`config.mk`:
```
export PLATFORM = sky130hd
export DESIGN_NAME = addr_decode
export DESIGN_NICKNAME = d
export VERILOG_FILES = /design/src/addr_decode_pkg.sv /design/src/addr_decode.sv
export SDC_FILE = /design/constraint.sdc
export NUM_CORES = 2
export LEC_CHECK = 0
export ABC_AREA = 1
export BUFFER_PORTS_ARGS = -buffer_cell sky130_fd_sc_hd__buf_4
export CORE_UTILIZATION = 50
export DETAILED_ROUTE_END_ITERATION = 12
export PLACE_DENSITY = 0.72
export SLEW_MARGIN = 20
export SYNTH_ARGS = -nofsm -noshare
export SYNTH_HDL_FRONTEND = slang
export SYNTH_SLANG_ARGS = --single-unit
```
`constraint.sdc`:
```
create_clock -name REF_CLK_I -period 1.45 [get_ports REF_CLK_I]
set_input_delay 0.29 -clock REF_CLK_I [delete_from_list [all_inputs] [get_ports REF_CLK_I]]
set_output_delay 0.29 -clock REF_CLK_I [all_outputs]
set_load 0.05 [all_outputs]
```
`src/addr_decode_pkg.sv`:
```
// Package: address map constants and access carrier types for the address decoder
package addr_decode_pkg;
  // ----------------------------------------
  // Register file space
  // ----------------------------------------
  localparam int unsigned RF_AW = 12;
  localparam logic [11:0] RF_RAM_BASE = 12'h000;
  localparam logic [11:0] RF_RAM_LAST = 12'h0ff;
  localparam logic [11:0] RF_CTRL_BASE = 12'hf00;
  localparam logic [11:0] RF_CTRL_LAST = 12'hfff;
  localparam int unsigned RAM_WORDS = 256;
  localparam logic [7:0] RF_UNDEF_DATA = 8'h00;
  localparam logic [7:0] RF_RDATA_RST = 8'h00;
  // ----------------------------------------
  // Program memory space
  // ----------------------------------------
  localparam int unsigned PM_AW = 16;
  localparam logic [15:0] FLASH_LAST_DEF = 16'h1fff;
  localparam logic [15:0] INFO_BASE = 16'hfe00;
  localparam logic [15:0] INFO_LAST = 16'hfe7f;
  localparam logic [15:0] PART_BASE = 16'hfe40;
  localparam logic [15:0] PART_LAST = 16'hfe53;
  localparam logic [7:0] PM_BLANK = 8'hff;
  localparam logic [7:0] PART_PAD = 8'h0f;
  localparam int unsigned INFO_EN_BIT = 7;
  localparam int unsigned INFO_WORDS = 128;
  localparam int unsigned PART_LEN = 20;
  // Arbitrary neutral identification text, not tied to any real product
  localparam logic [8*PART_LEN-1:0] PART_TEXT_DEF = {"MCU0001", {13{PART_PAD}}};

  typedef struct packed {
    logic rd;
    logic wr;
    logic [11:0] addr;
    logic [7:0] wdata;
  } rf_req_t;

  typedef struct packed {
    logic rd;
    logic wr;
    logic [15:0] addr;
    logic [7:0] wdata;
  } pm_req_t;

  typedef enum logic [1:0] {
    RF_RAM,
    RF_GAP,
    RF_CTRL
  } rf_region_t;
endpackage

```
`src/addr_decode.sv`:
```
// Address decoder for register file, program memory and flash information area
`timescale 1ns/1ps
// Notes on behaviour
// Register file spans 4KB in RAM and control register sections.
// Control registers occupy F00H to FFFH, passed out to the peripherals.
// Reserved control locations may return any value.
// Software should not write reserved control locations.
// On-chip RAM starts at 000H, 256 bytes at most.
// Gap between RAM and control registers reads undefined, writes ignored.
// Program space is 64KB; reads past implemented flash give FFH.
// Writes to unimplemented program addresses change nothing.
// Data memory space holds no storage.
// Bit 7 of the flash page select byte enables the info area.
// Enabled info area overlays program addresses FE00H to FE7FH.
// Overlaid reads return info area bytes, not program memory.
// Info area is read-only; writes through the overlay do nothing.
// Part identification string sits at FE40-FE53, padded with 0FH.
// With the overlay off, FE00H-FE7FH decode as normal program memory.
module addr_decode #(
  parameter logic [15:0] FLASH_LAST = addr_decode_pkg::FLASH_LAST_DEF,
  parameter logic [8*addr_decode_pkg::PART_LEN-1:0] PART_TEXT = addr_decode_pkg::PART_TEXT_DEF
) (
  input wire logic REF_CLK_I,
  input wire logic NRST_I,
  input wire logic CE_I,
  input wire addr_decode_pkg::rf_req_t RF_REQ_I,
  output logic [7:0] RF_RDATA_O,
  output logic CTRL_SEL_O,
  output logic CTRL_WR_O,
  output logic [7:0] CTRL_ADDR_O,
  output logic [7:0] CTRL_WDATA_O,
  input wire logic [7:0] CTRL_RDATA_I,
  input wire logic [7:0] PAGE_SEL_I,
  input wire addr_decode_pkg::pm_req_t PM_REQ_I,
  output logic [7:0] PM_RDATA_O,
  output logic FLASH_WR_O,
  output logic [15:0] FLASH_ADDR_O,
  output logic [7:0] FLASH_WDATA_O,
  input wire logic [7:0] FLASH_RDATA_I,
  input wire logic [7:0] INFO_OPT_I
);
  // ----------------------------------------
  // Decode functions
  // ----------------------------------------
  function automatic addr_decode_pkg::rf_region_t rf_region(input logic [11:0] a);
    if (a <= addr_decode_pkg::RF_RAM_LAST) begin
      rf_region = addr_decode_pkg::RF_RAM;
    end else if (a >= addr_decode_pkg::RF_CTRL_BASE) begin
      rf_region = addr_decode_pkg::RF_CTRL;
    end else begin
      rf_region = addr_decode_pkg::RF_GAP;
    end
  endfunction

  function automatic logic in_info(input logic [15:0] a);
    in_info = (a >= addr_decode_pkg::INFO_BASE) && (a <= addr_decode_pkg::INFO_LAST);
  endfunction

  function automatic logic in_flash(input logic [15:0] a);
    in_flash = (a <= FLASH_LAST);
  endfunction

  // ----------------------------------------
  // Register file
  // ----------------------------------------
  logic [7:0] ram [addr_decode_pkg::RAM_WORDS];
  addr_decode_pkg::rf_region_t rf_reg;
  assign rf_reg = rf_region(RF_REQ_I.addr);

  // RAM contents are undefined at reset, so no reset is applied to the array
  always_ff @(posedge REF_CLK_I) begin
    if (CE_I && RF_REQ_I.wr && rf_reg == addr_decode_pkg::RF_RAM) begin
      ram[RF_REQ_I.addr[7:0]] <= RF_REQ_I.wdata;
    end
  end

  // Control accesses pass through; reserved writes are the software's concern
  assign CTRL_SEL_O = (RF_REQ_I.rd || RF_REQ_I.wr) && rf_reg == addr_decode_pkg::RF_CTRL;
  assign CTRL_WR_O = RF_REQ_I.wr && rf_reg == addr_decode_pkg::RF_CTRL;
  assign CTRL_ADDR_O = RF_REQ_I.addr[7:0];
  assign CTRL_WDATA_O = RF_REQ_I.wdata;

  always_ff @(posedge REF_CLK_I or negedge NRST_I) begin
    if (!NRST_I) begin
      RF_RDATA_O <= addr_decode_pkg::RF_RDATA_RST;
    end else if (CE_I && RF_REQ_I.rd) begin
      unique case (rf_reg)
        addr_decode_pkg::RF_RAM: begin
          RF_RDATA_O <= ram[RF_REQ_I.addr[7:0]];
        end
        addr_decode_pkg::RF_CTRL: begin
          RF_RDATA_O <= CTRL_RDATA_I;
        end
        addr_decode_pkg::RF_GAP: begin
          RF_RDATA_O <= addr_decode_pkg::RF_UNDEF_DATA;
        end
      endcase
    end
  end

  // ----------------------------------------
  // Program memory and information area
  // ----------------------------------------
  logic info_en;
  logic info_hit;
  logic [7:0] info_byte;
  logic [4:0] part_idx;
  assign info_en = PAGE_SEL_I[addr_decode_pkg::INFO_EN_BIT];
  assign info_hit = info_en && in_info(PM_REQ_I.addr);
  assign part_idx = 5'(PM_REQ_I.addr - addr_decode_pkg::PART_BASE);

  always_comb begin
    if (PM_REQ_I.addr >= addr_decode_pkg::PART_BASE &&
        PM_REQ_I.addr <= addr_decode_pkg::PART_LAST) begin
      // Left-justified text: first character at the lowest address
      info_byte = PART_TEXT[8*(addr_decode_pkg::PART_LEN-1-int'(part_idx)) +: 8];
    end else if (PM_REQ_I.addr < addr_decode_pkg::PART_BASE) begin
      info_byte = INFO_OPT_I;
    end else begin
      info_byte = addr_decode_pkg::PM_BLANK;
    end
  end

  // Flash writes only reach implemented flash outside an active overlay
  assign FLASH_WR_O = PM_REQ_I.wr && in_flash(PM_REQ_I.addr) && !info_hit;
  assign FLASH_ADDR_O = PM_REQ_I.addr;
  assign FLASH_WDATA_O = PM_REQ_I.wdata;

  always_ff @(posedge REF_CLK_I or negedge NRST_I) begin
    if (!NRST_I) begin
      PM_RDATA_O <= addr_decode_pkg::PM_BLANK;
    end else if (CE_I && PM_REQ_I.rd) begin
      if (info_hit) begin
        PM_RDATA_O <= info_byte;
      end else if (in_flash(PM_REQ_I.addr)) begin
        PM_RDATA_O <= FLASH_RDATA_I;
      end else begin
        PM_RDATA_O <= addr_decode_pkg::PM_BLANK;
      end
    end
  end
  // Data memory space has no port and no storage here

  // ----------------------------------------
  // Checks
  // ----------------------------------------
  gap_read_a: assert property (@(posedge REF_CLK_I) disable iff (!NRST_I)
    CE_I && RF_REQ_I.rd && rf_reg == addr_decode_pkg::RF_GAP |=>
      RF_RDATA_O == addr_decode_pkg::RF_UNDEF_DATA)
    else $error("gap read data wrong");
  ctrl_sel_a: assert property (@(posedge REF_CLK_I) disable iff (!NRST_I)
    CTRL_SEL_O |-> RF_REQ_I.addr >= addr_decode_pkg::RF_CTRL_BASE)
    else $error("control select outside control range");
  blank_read_a: assert property (@(posedge REF_CLK_I) disable iff (!NRST_I)
    CE_I && PM_REQ_I.rd && !in_flash(PM_REQ_I.addr) && !info_hit |=>
      PM_RDATA_O == addr_decode_pkg::PM_BLANK)
    else $error("unimplemented program read not FFH");
  no_blank_wr_a: assert property (@(posedge REF_CLK_I) disable iff (!NRST_I)
    FLASH_WR_O |-> PM_REQ_I.addr <= FLASH_LAST)
    else $error("write to unimplemented flash");
  info_ro_a: assert property (@(posedge REF_CLK_I) disable iff (!NRST_I)
    info_hit |-> !FLASH_WR_O)
    else $error("write through overlay");
  info_read_a: assert property (@(posedge REF_CLK_I) disable iff (!NRST_I)
    CE_I && PM_REQ_I.rd && info_hit |=> PM_RDATA_O == $past(info_byte))
    else $error("overlay read wrong");
  overlay_off_a: assert property (@(posedge REF_CLK_I) disable iff (!NRST_I)
    CE_I && PM_REQ_I.rd && !info_en && in_flash(PM_REQ_I.addr) |=>
      PM_RDATA_O == $past(FLASH_RDATA_I))
    else $error("flash read wrong with overlay off");
  part_pad_a: assert property (@(posedge REF_CLK_I) disable iff (!NRST_I)
    info_hit && PM_REQ_I.addr == addr_decode_pkg::PART_LAST &&
      PART_TEXT[7:0] == addr_decode_pkg::PART_PAD |-> info_byte == addr_decode_pkg::PART_PAD)
    else $error("part string last byte wrong");

  // ----------------------------------------
  // Register file checks
  // ----------------------------------------
  ctrl_read_a: assert property (@(posedge REF_CLK_I) disable iff (!NRST_I)
    CE_I && RF_REQ_I.rd && rf_reg == addr_decode_pkg::RF_CTRL |=>
      RF_RDATA_O == $past(CTRL_RDATA_I))
    else $error("control read data not passed back");
  ctrl_sel_on_a: assert property (@(posedge REF_CLK_I) disable iff (!NRST_I)
    (RF_REQ_I.rd || RF_REQ_I.wr) && RF_REQ_I.addr >= addr_decode_pkg::RF_CTRL_BASE |->
      CTRL_SEL_O)
    else $error("control access not selected");
  gap_no_sel_a: assert property (@(posedge REF_CLK_I) disable iff (!NRST_I)
    RF_REQ_I.addr > addr_decode_pkg::RF_RAM_LAST &&
      RF_REQ_I.addr < addr_decode_pkg::RF_CTRL_BASE |-> !CTRL_SEL_O && !CTRL_WR_O)
    else $error("gap access reached the control registers");
  ram_no_sel_a: assert property (@(posedge REF_CLK_I) disable iff (!NRST_I)
    RF_REQ_I.addr <= addr_decode_pkg::RF_RAM_LAST |-> !CTRL_SEL_O)
    else $error("RAM access reached the control registers");

  // ----------------------------------------
  // Program memory checks
  // ----------------------------------------
  flash_wr_on_a: assert property (@(posedge REF_CLK_I) disable iff (!NRST_I)
    PM_REQ_I.wr && PM_REQ_I.addr <= FLASH_LAST && !info_hit |->
      FLASH_WR_O && FLASH_ADDR_O == PM_REQ_I.addr)
    else $error("flash write not passed on");
  info_opt_a: assert property (@(posedge REF_CLK_I) disable iff (!NRST_I)
    CE_I && PM_REQ_I.rd && info_hit && PM_REQ_I.addr < addr_decode_pkg::PART_BASE |=>
      PM_RDATA_O == $past(INFO_OPT_I))
    else $error("option byte read wrong");
  part_first_a: assert property (@(posedge REF_CLK_I) disable iff (!NRST_I)
    CE_I && PM_REQ_I.rd && info_hit && PM_REQ_I.addr == addr_decode_pkg::PART_BASE |=>
      PM_RDATA_O == PART_TEXT[8*addr_decode_pkg::PART_LEN-1 -: 8])
    else $error("part string first byte wrong");
  info_tail_a: assert property (@(posedge REF_CLK_I) disable iff (!NRST_I)
    CE_I && PM_REQ_I.rd && info_hit && PM_REQ_I.addr > addr_decode_pkg::PART_LAST |=>
      PM_RDATA_O == addr_decode_pkg::PM_BLANK)
    else $error("reserved info byte not FFH");
  info_off_a: assert property (@(posedge REF_CLK_I) disable iff (!NRST_I)
    CE_I && PM_REQ_I.rd && !PAGE_SEL_I[addr_decode_pkg::INFO_EN_BIT] &&
      in_info(PM_REQ_I.addr) && PM_REQ_I.addr > FLASH_LAST |=>
      PM_RDATA_O == addr_decode_pkg::PM_BLANK)
    else $error("overlay range read wrong with overlay off");

  // ----------------------------------------
  // Clock enable checks
  // ----------------------------------------
  // A stalled core must keep seeing the byte it was given
  ce_hold_a: assert property (@(posedge REF_CLK_I) disable iff (!NRST_I)
    !CE_I |=> $stable(RF_RDATA_O) && $stable(PM_RDATA_O))
    else $error("read data moved with clock enable low");
endmodule

```
==> metrics.cfg <==
[run_status]
outcome = finished, violations left
violations = negative setup slack

[placement]
place.gp.congestion = 0.933
io_buffers = 118
dp_cells = 10100
hpwlAfterDp_mm = 151
place_ws_ns = -1.31

[global_routing]
grt_max_degree = 79
antenna_found_initial = 4
grt_pass1_wl_mm = 365
grt-ovfl-total = 0
first_global_vias = 58300
gr-usage-all-layers = 0.290

[critical_path]
arrival_ns = 2.67
rr_endpoint = RF_RDATA_O[3]$_DFFE_PN0P_
path_cells = buf_8, nand2_4, clkinv_8, buf_4, buf_12, buf_4, nand2_1, nand2_1, o21ai_1, nand2_1, nor2_1, nor2_1, nor2_2, nand2_1, nand2_1, nand2_2, o21bai_1, nand2_1
r2r_slack_ns = -0.46
startpoint_type = primary input
cp.required_ns = 2.18
rr_startpoint = ram[5][3]$_DFFE_PP_
cpMostUsedCell = nand2_1
worstSetupStartpoint = RF_REQ_I[8]
rr_worst_depth = 14
critPathMaxFanout = 42
cp-end-kind = register
timing.critical_path.to = RF_RDATA_O[3]$_DFFE_PN0P_
crit_slowest_cell = buf_4
cpPeakStageDelay_ns = 0.22
path_class = primary input to register

[detailed_routing]
routed.top_layer = met4
wl_per_cell_um = 23.7
ant_nets = 0
vias = 60100
drtPass1Iterations = 6
wl_met3_mm = 28.5
drt_iter0_markers = 7757
route.met2.wl_mm = 117
wl_met1_mm = 92.2
drc = 0
wirelength_mm = 251
via_per_inst = 5.67

[final_layout]
drive_gt1_frac = 0.200
stdcell_count = 10600
nets = 8324
synthToLayoutAreaGrowth_pct = 25.4
final_util = 0.634

[clock_tree]
clock_latency_ns = 0.84
cts.htree.levels = 4
path_clk_slew_ns = 0.06
cts_buffer_depth = 3
cts_buffers = 201
numClockSinks = 2064
cts_tree = built
root_buffer = clkbuf_16

[logic_synthesis]
synth_flop_cell = edfxtp_1
async_flop_share = 0.00775
seq_area_frac_synth = 0.738
syn_avg_cell_area_um2 = 11.2
synth.distinct_cells = 32
synth_edf_count = 2048
yosysWarnings = 0
synth_fp_nets = 7555
syn_inst = 7469
syn-cell-area_mm2 = 0.0838
ys_seq_elements = 2064

[timing]
fin_crit_ns = 1.94
hold_viol_final = 0
rsz0062_at_grt = true
slew_viol_final = 0
finalSetupViolCount = 2183
slew_headroom = 0.307
clock.fmax_mhz = 515
skew_ns = 0.0264
finalCritPeriodShare = 1.34
tightest_slew_ns = 1.04
fin_ws_ns = -0.492

[flow_run]
maxCapViolations = 0

[power_and_ir_drop]
vdd_drop_max_uv = 1300
power.density_mw_per_mm2 = 1200
leakage_nw = 39.8

[floorplanning]
fp.dieH_um = 412
io_pins = 142
die_area_mm2 = 0.169
num_rows = 149
initial_core_util = 0.506
die-width_um = 412
core_area_mm2 = 0.166

[worst_hold_path]
whs_path_depth = 2
hp-class = primary input to register

-- state kept, by name, summed over array words and instances, names as in the netlist --
signal	count
RF_RDATA_O	8
ram	2048
PM_RDATA_O	8
-- layer usage --
layer / up-vias / GRT usage
met5: - / 0
met4: 0 / 0.136
met3: 616 / 0.0592
met2: 3702 / 0.460
met1: 29000 / 0.385
li1: 26800 / -
-- logic make-up (layout without fill, tap and decap cells) --
family / Yosys count / in the layout / synth area share
fa+ha+maj: 3 / 3 / 0.000448
buf+inv: 464 / 1401 / 0.0267
other cells: 0 / 4 / 0
simple gates: 4635 / 4635 / 0.215
compound gates: 302 / 302 / 0.0195
xor+xnor: 1 / 1 / 0.000104
flops: 2064 / 2064 / 0.738
-- critical path, delay by kind of cell --
| family | cells | cell delay, ns |
|---|---|---|
| AO/OA/AOI/OAI | 2 | 0.28 |
| buffers and inverters | 5 | 0.89 |
| AND/OR/NAND/NOR | 11 | 1.13 |
-- how the worst min path moves through the flow --
stage           startpoint                   endpoint
3_5_place_dp        NRST_I  RF_RDATA_O[4]$_DFFE_PN0P_
3_3_place_gp        NRST_I  RF_RDATA_O[4]$_DFFE_PN0P_
6_report       RF_REQ_I[0]       ram[17][0]$_DFFE_PP_
2_1_floorplan       NRST_I  RF_RDATA_O[0]$_DFFE_PN0P_
4_1_cts        RF_REQ_I[3]      ram[252][3]$_DFFE_PP_
5_1_grt        RF_REQ_I[4]      ram[167][4]$_DFFE_PP_
-- area by class of cell --
type	instances	area, µm²
multi-input combinational	4941	22300
antenna	4	10.0
clock buffer	256	5320
fill	11600	60600
sequential	2064	61900
tap	2189	2740
inverter	44	224
clock inverter	115	1040
timing repair buffer	986	11500
-- report_power, final --
group	internal (mW)	switching (mW)
clock network	28.6	22.5
logic	3.07	6.41
registers	65.6	0.0945
total	97.3	29.0
-- Yosys cell counts (all sizes together) (3+ instances only) --
cell type / n / area share
nand2: 3838 / 0.17
edfxtp: 2048 / 0.73
nor2: 488 / 0.022
buf: 272 / 0.018
nand4: 170 / 0.013
o21ai: 170 / 0.010
clkbuf: 148 / 0.0066
nand3: 132 / 0.0079
a21oi: 91 / 0.0054
inv: 39 / 0.0018
a22oi: 28 / 0.0026
dfrtp: 8 / 0.0024
dfstp: 8 / 0.0025
nor3: 6 / 0.00036
o211ai: 6 / 0.00054
clkinv: 5 / 0.00022
o21bai: 4 / 0.00036
ha: 3 / 0.00045
-- what timing repair did --
item	in CTS	in global routing
endpoints found under the hold margin	166	0
resized for setup	404	536
cloned	8	3
endpoints found under the setup margin	2075	2110
pin swaps	90	123
hold buffers	51	0
setup buffers	14	21
-- metrics by stage --
stage	total power, mW	TNS (ns)	instance area [µm²]	hold slack, ns
floorplan	70.9	-2047.77	84400	-0.00559
global placement	75.3	-2173.20	94200	0.199
detailed placement	75.4	-2318.28	94200	0.199
CTS	126	-512.88	103000	0.00518
global route	129	-786.27	105000	0.0193
finish	126	-677.40	105000	0.0357
-- cell usage in the layout (no fill, tap or decap), types with 4 or more instances in the layout --
cell type / n
nand2_1: 3765
edfxtp_1: 2048
buf_4: 484
nor2_4: 223
clkbuf_16: 208
buf_12: 202
nor2_1: 178
buf_6: 175
nand4_1: 170
nand3_1: 115
a21oi_1: 88
nor2_2: 86
o21ai_1: 71
o21ai_0: 64
buf_8: 56
clkbuf_1: 51
clkinv_1: 49
nand2_2: 49
dlygate4sd3_1: 48
clkinv_2: 37
inv_1: 33
o21ai_2: 33
a22oi_1: 26
buf_16: 17
nand2_4: 15
bufinv_16: 15
nand3_4: 11
nand2_8: 9
dfstp_2: 8
dfrtp_2: 7
clkinvlp_4: 7
o211ai_1: 6
nand3_2: 6
diode_2: 4
inv_16: 4
o21bai_1: 4
inv_6: 4
Note: power is estimated with default switching activity, not from simulation.
